===== src/rtl/dpsc_pkg.sv =====
// Package for the dual-port static RAM host port controller.
// Assumes a 100 MHz clock; all pin timing is expressed in cycles of it.
package dpsc_pkg;
   // ----------------------------------------
   // Geometry
   // ----------------------------------------
   localparam int DPSC_ADDR_W = 11;
   localparam int DPSC_DATA_W = 16;
   localparam int DPSC_BYTE_W = 8;
   localparam int DPSC_CLK_NS = 10;

   // ----------------------------------------
   // Timing figures in ns, fastest grade
   // ----------------------------------------
   localparam int FLAG_ACCESS_FROM_ADDRESS_NS = 25;
   localparam int WRITE_PULSE_NS = 20;
   localparam int WRITE_RECOVERY_TIME_NS = 0;
   localparam int ADDR_SETUP_NS = 0;
   localparam int DATA_HOLD_TIME_NS = 0;
   localparam int WRITE_ENABLE_TO_HIGHZ_NS = 15;
   localparam int DATA_VALID_TO_END_NS = 15;
   localparam int WRITE_TO_FLAG_TIME_NS = 0;
   localparam int WRITE_HOLD_AFTER_FLAG_NS = 20;
   localparam int READ_CYCLE_NS = 25;
   localparam int PRIORITY_SETUP_NS = 5;

   // ----------------------------------------
   // Derived cycle counts (least times round up, at least one)
   // ----------------------------------------
   function automatic int dpsc_min_cyc(input int ns);
      int c;
      c = (ns + DPSC_CLK_NS - 1) / DPSC_CLK_NS;
      return (c < 1) ? 1 : c;
   endfunction

   localparam int WP_PLAIN_NS = WRITE_PULSE_NS;
   localparam int WP_OE_NS = (WRITE_ENABLE_TO_HIGHZ_NS + DATA_VALID_TO_END_NS > WRITE_PULSE_NS) ?
      WRITE_ENABLE_TO_HIGHZ_NS + DATA_VALID_TO_END_NS : WRITE_PULSE_NS;
   localparam int WP_CYC = dpsc_min_cyc(WP_PLAIN_NS);
   localparam int WP_OE_CYC = dpsc_min_cyc(WP_OE_NS);
   localparam int SETUP_CYC = dpsc_min_cyc(FLAG_ACCESS_FROM_ADDRESS_NS + WRITE_TO_FLAG_TIME_NS);
   localparam int REC_CYC = dpsc_min_cyc(WRITE_RECOVERY_TIME_NS + DATA_HOLD_TIME_NS);
   localparam int HOLD_CYC = dpsc_min_cyc(WRITE_HOLD_AFTER_FLAG_NS);
   localparam int RD_CYC = dpsc_min_cyc(READ_CYCLE_NS);
   localparam int PRIO_CYC = dpsc_min_cyc(PRIORITY_SETUP_NS);
   localparam int WR_CYCLE_NS = FLAG_ACCESS_FROM_ADDRESS_NS + WRITE_RECOVERY_TIME_NS + WRITE_PULSE_NS;
   localparam int WR_CYCLE_CYC = dpsc_min_cyc(WR_CYCLE_NS);
   localparam int CNT_W = 4;

   // ----------------------------------------
   // Types
   // ----------------------------------------
   typedef enum logic [2:0] {
      DPSC_IDLE, DPSC_SETUP, DPSC_PULSE, DPSC_HOLD, DPSC_RECOVER, DPSC_READ
   } dpsc_state_e;

   typedef struct packed {
      logic write;
      logic [1:0] byte_en;
      logic [DPSC_ADDR_W-1:0] addr;
      logic [DPSC_DATA_W-1:0] wdata;
   } dpsc_req_s;

   typedef struct packed {
      logic select_n;
      logic out_enable_n;
      logic lower_byte_write_n;
      logic upper_byte_write_n;
      logic [DPSC_ADDR_W-1:0] addr;
   } dpsc_pins_s;
endpackage


===== src/rtl/dpsc_cycle_timer.sv =====
// Down-counter that times one phase of a port access.
// Assumes the caller loads it on every phase change.
`timescale 1ns/1ps
module dpsc_cycle_timer (
   input wire logic clk,
   input wire logic reset_n,
   input wire logic load,
   input wire logic [dpsc_pkg::CNT_W-1:0] value,
   output logic done
);
   import dpsc_pkg::*;
   logic [CNT_W-1:0] cnt_q;

   always_ff @(posedge clk or negedge reset_n) begin
      if (!reset_n) begin
         cnt_q <= '0;
      end else if (load) begin
         cnt_q <= value;
      end else if (cnt_q != '0) begin
         cnt_q <= cnt_q - 1'b1;
      end
   end

   // Done looks at the count alone: the sequencer loads on done, so no loop forms
   assign done = (cnt_q == '0);
endmodule


===== src/rtl/dpsc_port_host.sv =====
// Host controller for one port of a 2K x 16 dual-port static RAM.
// Assumes pins are synchronous to clk and the contention flag is wired in.
`timescale 1ns/1ps
module dpsc_port_host (
   input wire logic clk,
   input wire logic reset_n,
   input wire dpsc_pkg::dpsc_req_s req,
   input wire logic req_valid,
   output logic req_ready,
   output logic [dpsc_pkg::DPSC_DATA_W-1:0] rdata,
   output logic rdata_valid,
   input wire logic oe_during_write,
   output dpsc_pkg::dpsc_pins_s pins,
   input wire logic [dpsc_pkg::DPSC_DATA_W-1:0] data_in,
   output logic [dpsc_pkg::DPSC_DATA_W-1:0] data_out,
   output logic [1:0] data_oe,
   input wire logic contention_flag_n
);
   import dpsc_pkg::*;

   // ----------------------------------------
   // State
   // ----------------------------------------
   dpsc_state_e state_q, state_d;
   dpsc_req_s req_q;
   logic oe_wr_q;
   logic flag_seen_q;
   logic tmr_load;
   logic [CNT_W-1:0] tmr_value;
   logic tmr_done;

   function automatic logic [CNT_W-1:0] to_cnt(input int cyc);
      return CNT_W'(cyc - 1);
   endfunction

   dpsc_cycle_timer u_timer (
      .clk(clk),
      .reset_n(reset_n),
      .load(tmr_load),
      .value(tmr_value),
      .done(tmr_done)
   );

   // ----------------------------------------
   // Sequencer
   // ----------------------------------------
   always_comb begin
      state_d = state_q;
      tmr_load = 1'b0;
      tmr_value = '0;
      case (state_q)
         DPSC_IDLE: begin
            if (req_valid) begin
               tmr_load = 1'b1;
               tmr_value = req.write ? to_cnt(SETUP_CYC) : to_cnt(RD_CYC + PRIO_CYC);
               state_d = req.write ? DPSC_SETUP : DPSC_READ;
            end
         end
         DPSC_SETUP: begin
            if (tmr_done && contention_flag_n) begin
               tmr_load = 1'b1;
               tmr_value = oe_wr_q ? to_cnt(WP_OE_CYC) : to_cnt(WP_CYC);
               state_d = DPSC_PULSE;
            end
         end
         DPSC_PULSE: begin
            if (tmr_done) begin
               tmr_load = 1'b1;
               tmr_value = to_cnt(flag_seen_q ? HOLD_CYC : 1);
               state_d = DPSC_HOLD;
            end
         end
         DPSC_HOLD: begin
            if (!contention_flag_n) begin
               tmr_load = 1'b1;
               tmr_value = to_cnt(HOLD_CYC);
            end else if (tmr_done) begin
               tmr_load = 1'b1;
               tmr_value = to_cnt(REC_CYC);
               state_d = DPSC_RECOVER;
            end
         end
         DPSC_RECOVER: begin
            if (tmr_done) begin
               state_d = DPSC_IDLE;
            end
         end
         DPSC_READ: begin
            if (!contention_flag_n) begin
               tmr_load = 1'b1;
               tmr_value = to_cnt(RD_CYC);
            end else if (tmr_done) begin
               state_d = DPSC_IDLE;
            end
         end
         default: begin
            state_d = DPSC_IDLE;
         end
      endcase
   end

   always_ff @(posedge clk or negedge reset_n) begin
      if (!reset_n) begin
         state_q <= DPSC_IDLE;
      end else begin
         state_q <= state_d;
      end
   end

   assign req_ready = (state_q == DPSC_IDLE);

   // ----------------------------------------
   // Request capture
   // ----------------------------------------
   // address only moves while idle
   always_ff @(posedge clk or negedge reset_n) begin
      if (!reset_n) begin
         req_q <= '0;
         oe_wr_q <= 1'b0;
      end else if (req_valid && req_ready) begin
         req_q <= req;
         oe_wr_q <= oe_during_write;
      end
   end

   always_ff @(posedge clk or negedge reset_n) begin
      if (!reset_n) begin
         flag_seen_q <= 1'b0;
      end else if (state_q == DPSC_IDLE) begin
         flag_seen_q <= 1'b0;
      end else if (!contention_flag_n) begin
         flag_seen_q <= 1'b1;
      end
   end

   function automatic logic tmr_done_hold();
      return (state_q == DPSC_HOLD) && contention_flag_n && tmr_done;
   endfunction

   // ----------------------------------------
   // Pins
   // ----------------------------------------
   // Select stays low across the whole write so only the write lines shape the pulse.
   always_ff @(posedge clk or negedge reset_n) begin
      if (!reset_n) begin
         pins <= '{select_n: 1'b1, out_enable_n: 1'b1, lower_byte_write_n: 1'b1,
                   upper_byte_write_n: 1'b1, addr: '0};
      end else begin
         pins.addr <= (state_d == DPSC_IDLE) ? pins.addr : req_valid && req_ready ? req.addr : req_q.addr;
         pins.select_n <= (state_d == DPSC_IDLE);
         pins.out_enable_n <= !((state_d == DPSC_READ) || (state_d == DPSC_PULSE && oe_wr_q));
         pins.lower_byte_write_n <= !((state_d == DPSC_PULSE || (state_d == DPSC_HOLD && !tmr_done_hold()))
                                      && req_q.byte_en[0]);
         pins.upper_byte_write_n <= !((state_d == DPSC_PULSE || (state_d == DPSC_HOLD && !tmr_done_hold()))
                                      && req_q.byte_en[1]);
      end
   end

   // data held through recovery
   // Lanes drive from the edge the write lines fall, so data stands the whole pulse
   always_ff @(posedge clk or negedge reset_n) begin
      if (!reset_n) begin
         data_out <= '0;
         data_oe <= 2'h0;
      end else begin
         data_out <= req_q.wdata;
         data_oe <= (state_d == DPSC_PULSE || state_d == DPSC_HOLD || state_d == DPSC_RECOVER) ?
                    req_q.byte_en : 2'h0;
      end
   end

   // ----------------------------------------
   // Read return
   // ----------------------------------------
   // read window covers port delay
   always_ff @(posedge clk or negedge reset_n) begin
      if (!reset_n) begin
         rdata <= '0;
         rdata_valid <= 1'b0;
      end else begin
         rdata_valid <= (state_q == DPSC_READ) && tmr_done && contention_flag_n;
         if ((state_q == DPSC_READ) && tmr_done && contention_flag_n) begin
            rdata <= data_in;
         end
      end
   end
endmodule


===== config.mk =====
export PLATFORM = sky130hd
export DESIGN_NAME = dpsc_port_host
export DESIGN_NICKNAME = d
export VERILOG_FILES = /design/src/rtl/dpsc_pkg.sv /design/src/rtl/dpsc_cycle_timer.sv /design/src/rtl/dpsc_port_host.sv
export SDC_FILE = /design/constraint.sdc
export NUM_CORES = 1
export LEC_CHECK = 0
export BUFFER_PORTS_ARGS = -buffer_cell sky130_fd_sc_hd__buf_2
export CAP_MARGIN = 15
export CORE_AREA = 2 2 96 98
export CTS_BUF_LIST = sky130_fd_sc_hd__clkbuf_16
export DETAILED_ROUTE_END_ITERATION = 10
export DIE_AREA = 0 0 98 100
export GPL_ROUTABILITY_DRIVEN = 1
export GPL_TIMING_DRIVEN = 0
export PLACE_DENSITY = 0.61
export SETUP_SLACK_MARGIN = 0.1
export SLEW_MARGIN = 40
export SYNTH_ARGS = -nofsm -noshare
export SYNTH_HDL_FRONTEND = slang
export SYNTH_HIERARCHICAL = 1
export SYNTH_SLANG_ARGS = --single-unit
export TNS_END_PERCENT = 1

===== constraint.sdc =====
create_clock -name clk -period 4.1 [get_ports clk]
set_clock_uncertainty 0.2 [all_clocks]
set_input_delay 0.615 -clock clk [delete_from_list [all_inputs] [get_ports clk]]
set_output_delay 0.615 -clock clk [all_outputs]
set_load 0.02 [all_outputs]

-- Word level (Yosys, flattened, before mapping)
Cells that the tools add are included.
- register bits after elaboration: 88
- RAM bits: 0
- logic and storage cells: 81
- bits in latches: 0
- bits in read-only memories: 0
- memories: 0
- multipliers: 0
- divide/modulo/power cells: 0
- mux-type cells: 30
- shift operators: 0
- bitwise gates (word level): 0
- reduce and logical (&&, ||, !) cells: 23
- add/subtract/negate cells: 2
- order comparisons: 0
- equality and inequality tests: 10
- operators by type and width (operator ; number):
    two-way mux 3 bit ; 8
    one-hot mux 4 bit (5 select lines) ; 1
    one-hot mux 3 bit (6 select lines) ; 1
    equality test 3 x 2 -> 1 bit, second input constant ; 4
    equality test 3 bit, second input constant ; 4
    two-way mux 2 bit ; 6
    two-way mux 4 bit ; 3
    two-way mux 11 bit ; 1
    logical AND 1 bit ; 10
    two-way mux 1 bit ; 9
    zero test 3 bit ; 2
    one-hot mux 1 bit (5 select lines) ; 1
    zero test 1 bit ; 4
    zero test 4 bit ; 1
    logical OR 1 bit ; 4
    nonzero test 4 bit ; 1
    subtractor 4 x 1 -> 4 bit, second input constant ; 1
    equality test 3 x 1 -> 1 bit, second input constant ; 1
    subtractor 2 x 1 -> 3 bit, second input constant ; 1
    != test 2 bit, second input constant ; 1
    nonzero test 2 bit ; 1

-- Longest topological paths before layout
- depth after elaboration: 9
- mapped depth: 11

-- Hierarchy
Netlist, hierarchy kept.
- modules (own cells, without submodules) (module ; area an instance (µm²) ; cells an instance ; instances ; sequential area each (µm²)):
    dpsc_port_host ; 3188.1 ; 269 ; 1 ; 2107.0
    dpsc_cycle_timer ; 234.0 ; 22 ; 1 ; 100.1

-- Worst setup path after synthesis
Ideal clock, no wire load.
- path type: register -> register
- start point: reg u_timer.cnt_q[0]
- end point: reg pins[1] (netlist name)
- slack: 1.543 ns
- period minus slack after synthesis: 2.557 ns
- stages on the path, launching flop included: 10
- library setup time: 0.125 ns
- path buffers: 2
- arrival time: 2.232 ns
- data required time: 3.775 ns
- cells stage by stage: dfrtp_1 -> inv_1 -> ha_1 -> nor3b_4 -> buf_2 -> nand2_1 -> o221ai_1 -> or4b_4 -> buf_6 -> mux2_4
- word-level cells in the longest chain between the ends: 5
- ends and longest elaborated chain (element ; line ; RTL):
    start, declared ; dpsc_cycle_timer.sv:12 ; logic [CNT_W-1:0] cnt_q;
    start signal, assigned ; dpsc_cycle_timer.sv:18 ; cnt_q <= value;
    start signal, assigned ; dpsc_cycle_timer.sv:20 ; cnt_q <= cnt_q - 1'b1;
    zero test 4 bit (*) ; dpsc_cycle_timer.sv:25 ; assign done = (cnt_q == '0);
    via tmr_done ; dpsc_port_host.sv:30 ; logic tmr_done;
    two-way mux 3 bit, or another cell as far along ; dpsc_port_host.sv:84, dpsc_port_host.sv:92 ;
    two-way mux 3 bit, on equally long branches ; dpsc_port_host.sv:89, dpsc_port_host.sv:60, dpsc_port_host.sv:74 ;
    one-hot mux 3 bit (6 select lines) (*) ; dpsc_port_host.sv:51 ; case (state_q)
    zero test 3 bit (*) ; dpsc_port_host.sv:149 ; pins.addr <= (state_d == DPSC_IDLE) ? pins.addr : req_valid && req_ready ? req.addr : req_q.addr;
    end signal, assigned ; dpsc_port_host.sv:146 ; pins <= '{select_n: 1'b1, out_enable_n: 1'b1, lower_byte_write_n: 1'b1,
    end, declared ; dpsc_port_host.sv:13 ; output dpsc_pkg::dpsc_pins_s pins,
Mark *: on every way through the listed nets, which the timed path passes. The rest lies on a longest branch.
A chain may end at the register's enable or synchronous reset.

-- Worst setup path after layout
- start point: reg u_timer.cnt_q[0]
- end point: reg pins[6] (netlist name)
Same word-level chain as after synthesis.

==> metrics.txt <==
main combinational cell family by area after synthesis=simple AND/OR/NAND/NOR gates; number of global-route vias before repair=2291; DR pass1 iterations=4; # clock sinks=88; post-layout min period=2.799 ns; die height=100 microns; worst vdd ir=0.3293 mV; port bufs=100; initial antenna violation count=0; simple-gate share of the synthesized area=16.27%; RSZ-0062 raised after global routing=false; Via Count=2375; power density cells=817.6 nW/um^2; area taken by multi-input logic gates=1102 sq um; crit-path cells=inv_1, ha_1, nor3b_4, buf_2, nand2_1, o221ai_1, or4b_4, buf_6, mux2_4; Nets=457; sequential-to-total area share from yosys stat=64.50%; Clk pin slew, worst setup/hold paths=0.06 ns; gr ovfl total=0; Warnings, synthesis=6; CTS tree=yes; critical path's largest stage delay=0.53 ns; Seq cells post-synth=88; synthesized area per cell=11.76 sq um; first-pass GRT wire length=11120 microns; Area Overhead vs Synth=28.92%; CTS resizes=0; WP data arrival=2.81 ns; CP endpoint kind=register; clk buf depth=2; clock root buffer=clkbuf_16; utilization after layout=49.63%; Hold Vio Cnt, Final=0; worst-skew pair later-pin latency=0.33 ns; adder-cell share of the synthesized area=0.3656%; Detailed Place HPWL=4691 microns; Tcrit/Tclk final=68.27%; worst path bufs/invs=3; Starting Density=38.49%; Leak=2.367 nW; critical path launch point type=register; fmax=0.3572 GHz; Syn Inst Count=291; IO Pins=102; fin cells=521; status=completed; Synth Area in Compound Gates=3.473%; Hold WC Path Type=reg2reg; setup TNS=0 ns; drt drc=0; via/cell ratio=4.559; placed insts=504; multiplexer share of the synthesized area=11.12%; post-synthesis xor/xnor area fraction=0.7678%; WP data required=4.11 ns; CP delay by family, top=simple AND/OR/NAND/NOR gates; Netlist cell types=39; drt wl/cell=12.67 microns; ratio of cells with drive above 1 in the final layout=40.00%; Max-cap violations=0; Die X=98 microns; CTS buffer count=9; crit-path max FO=10; die area=9800 sq um; initial drt markers=86; gp weighted congestion=0.7994; register area=2207 sq um; WS Path Type=reg2reg; Tot GR Track Use=14.03%; core region area=8890 sq um; # setup viols final=0; antenna cells=0; largest net degree at the start of global routing=59; Post-Syn Area=3422 sq um; Post-Route WL=6603 microns; H-tree depth=3; fillers=825; # rows=35; fin. max-slew vios=0; CP max-delay cell=or4b_4; WHS=0.1735 ns; post-route ant nets=0
## worst paths after layout
path / cells after the start / slack, ns / end / start
hold / removal: 0 / 0.17 / data_out[6]$_DFF_PN0_ / req_q[6]$_DFFE_PN0P_
min in group asynchronous: 2 / 0.53 / rdata[10]$_DFFE_PN0P_ / reset_n
hold reg to reg: 0 / 0.17 / data_out[6]$_DFF_PN0_ / req_q[6]$_DFFE_PN0P_
max in group asynchronous: 3 / 2.55 / pins[11]$_DFF_PN1_ / reset_n
setup reg to reg: 9 / 1.30 / pins[6]$_DFFE_PN0N_ / u_timer/cnt_q[0]$_DFFE_PN0P_
setup / recovery: 9 / 1.30 / pins[6]$_DFFE_PN0N_ / u_timer/cnt_q[0]$_DFFE_PN0P_
## cell families (layout without fill, tap and decap cells)
| group | Yosys count | after routing |
|---|---|---|
| fa+ha+maj | 1 | 1 |
| compound gates | 18 | 18 |
| xor+xnor | 3 | 3 |
| simple gates | 125 | 125 |
| other cells | 1 | 2 |
| buf+inv | 24 | 142 |
| flops | 88 | 88 |
| mux | 31 | 31 |
## layout make-up
type / instances / area share (%)
clock inverter: 7 / 1.758
tap: 111 / 3.148
timing repair buffer: 102 / 12.34
clock buffer: 9 / 5.105
multi-input combinational: 180 / 24.99
buffer: 16 / 1.957
inverter: 8 / 0.6807
sequential: 88 / 50.03
## stage by stage
stage	setup slack, ns	power (W)	cell area, sq um
final	1.301	0.003607	4412
after global routing	1.139	0.003868	4412
after CTS	1.297	0.003655	4412
after detailed placement	1.303	0.002820	4099
after global placement	1.330	0.002779	4065
after floorplan	1.543	0.002401	3426
## layer usage
metal | vias up | global-route usage (%) | wire length (microns) | share of wire, %
met4 | 0 | 2.991 | 70 | 1.1
met2 | 85 | 21.34 | 2891 | 44
met3 | 6 | 5.501 | 550 | 8.3
met1 | 1110 | 19.27 | 3090 | 47
met5 | - | 0 | 0 | 0
li1 | 1174 | - | - | -
## synth_stat cells
cell type | count | area share [%]
nand2_1 | 98 | 11
a21oi_1 | 3 | 0.44
or3_1 | 3 | 0.55
o31ai_1 | 1 | 0.22
nand2b_1 | 1 | 0.18
a21o_1 | 1 | 0.22
o221ai_1 | 2 | 0.51
mux2_4 | 9 | 3.9
mux2i_1 | 2 | 0.59
o22ai_1 | 2 | 0.37
a211oi_1 | 1 | 0.22
or4b_4 | 1 | 0.40
mux2_2 | 20 | 6.6
a22oi_1 | 2 | 0.44
nor3_1 | 5 | 0.73
buf_6 | 2 | 0.66
or4b_1 | 1 | 0.29
and2_1 | 3 | 0.55
nor4b_2 | 1 | 0.44
nand3_1 | 1 | 0.15
nor2b_1 | 1 | 0.18
and2b_1 | 1 | 0.22
dfrtp_1 | 84 | 61
ha_1 | 1 | 0.37
nor3b_1 | 1 | 0.22
xnor2_1 | 3 | 0.77
dfstp_2 | 4 | 3.1
o21ai_1 | 1 | 0.15
o21ai_0 | 3 | 0.44
clkbuf_1 | 5 | 0.55
conb_1 | 1 | 0.11
nand4bb_1 | 1 | 0.33
a31oi_1 | 1 | 0.18
nor2_1 | 5 | 0.55
inv_1 | 8 | 0.88
a221o_1 | 1 | 0.29
buf_2 | 9 | 1.3
nor3b_4 | 1 | 0.55
nand4_1 | 1 | 0.18
## worst register-to-register path, cell delays in order, from the launching register on
cell and delay [ns]:
dfrtp_1 0.38, inv_1 0.09, ha_1 0.21, nor3b_4 0.27, buf_2 0.23, nand2_1 0.13, o221ai_1 0.16, or4b_4 0.53
buf_6 0.19, mux2_4 0.30
## power breakdown
| part | internal, W | switching (W) |
|---|---|---|
| Clock | 0.000477 | 0.000338 |
| Combinational | 0.000584 | 0.000787 |
| Sequential | 0.00126 | 0.000163 |
| Total | 0.00232 | 0.00129 |
## placed cells by master (no fill, tap or decap), drive strengths merged, types with 4 or more instances in the layout
| cell type | count |
|---|---|
| nor2 | 5 |
| dfstp | 4 |
| nor3 | 5 |
| nand2 | 98 |
| dfrtp | 84 |
| buf | 112 |
| mux2 | 29 |
| o21ai | 4 |
| clkbuf | 14 |
| inv | 10 |
## repair_timing
action	4_1_cts	5_1_grt
hold endpoints to repair	30	0
buffers inserted	0	0
hold buffers	1	0
endpoints found under the setup margin	0	0
## flip-flops by register name, indices dropped and copies added, names as in the netlist
signal,cells
data_oe,2
data_out,16
flag_seen_q,1
oe_wr_q,1
pins,15
rdata,16
rdata_valid,1
req_q,29
state_q,3
u_timer/cnt_q,4
Note: power is estimated with default switching activity, not from simulation.
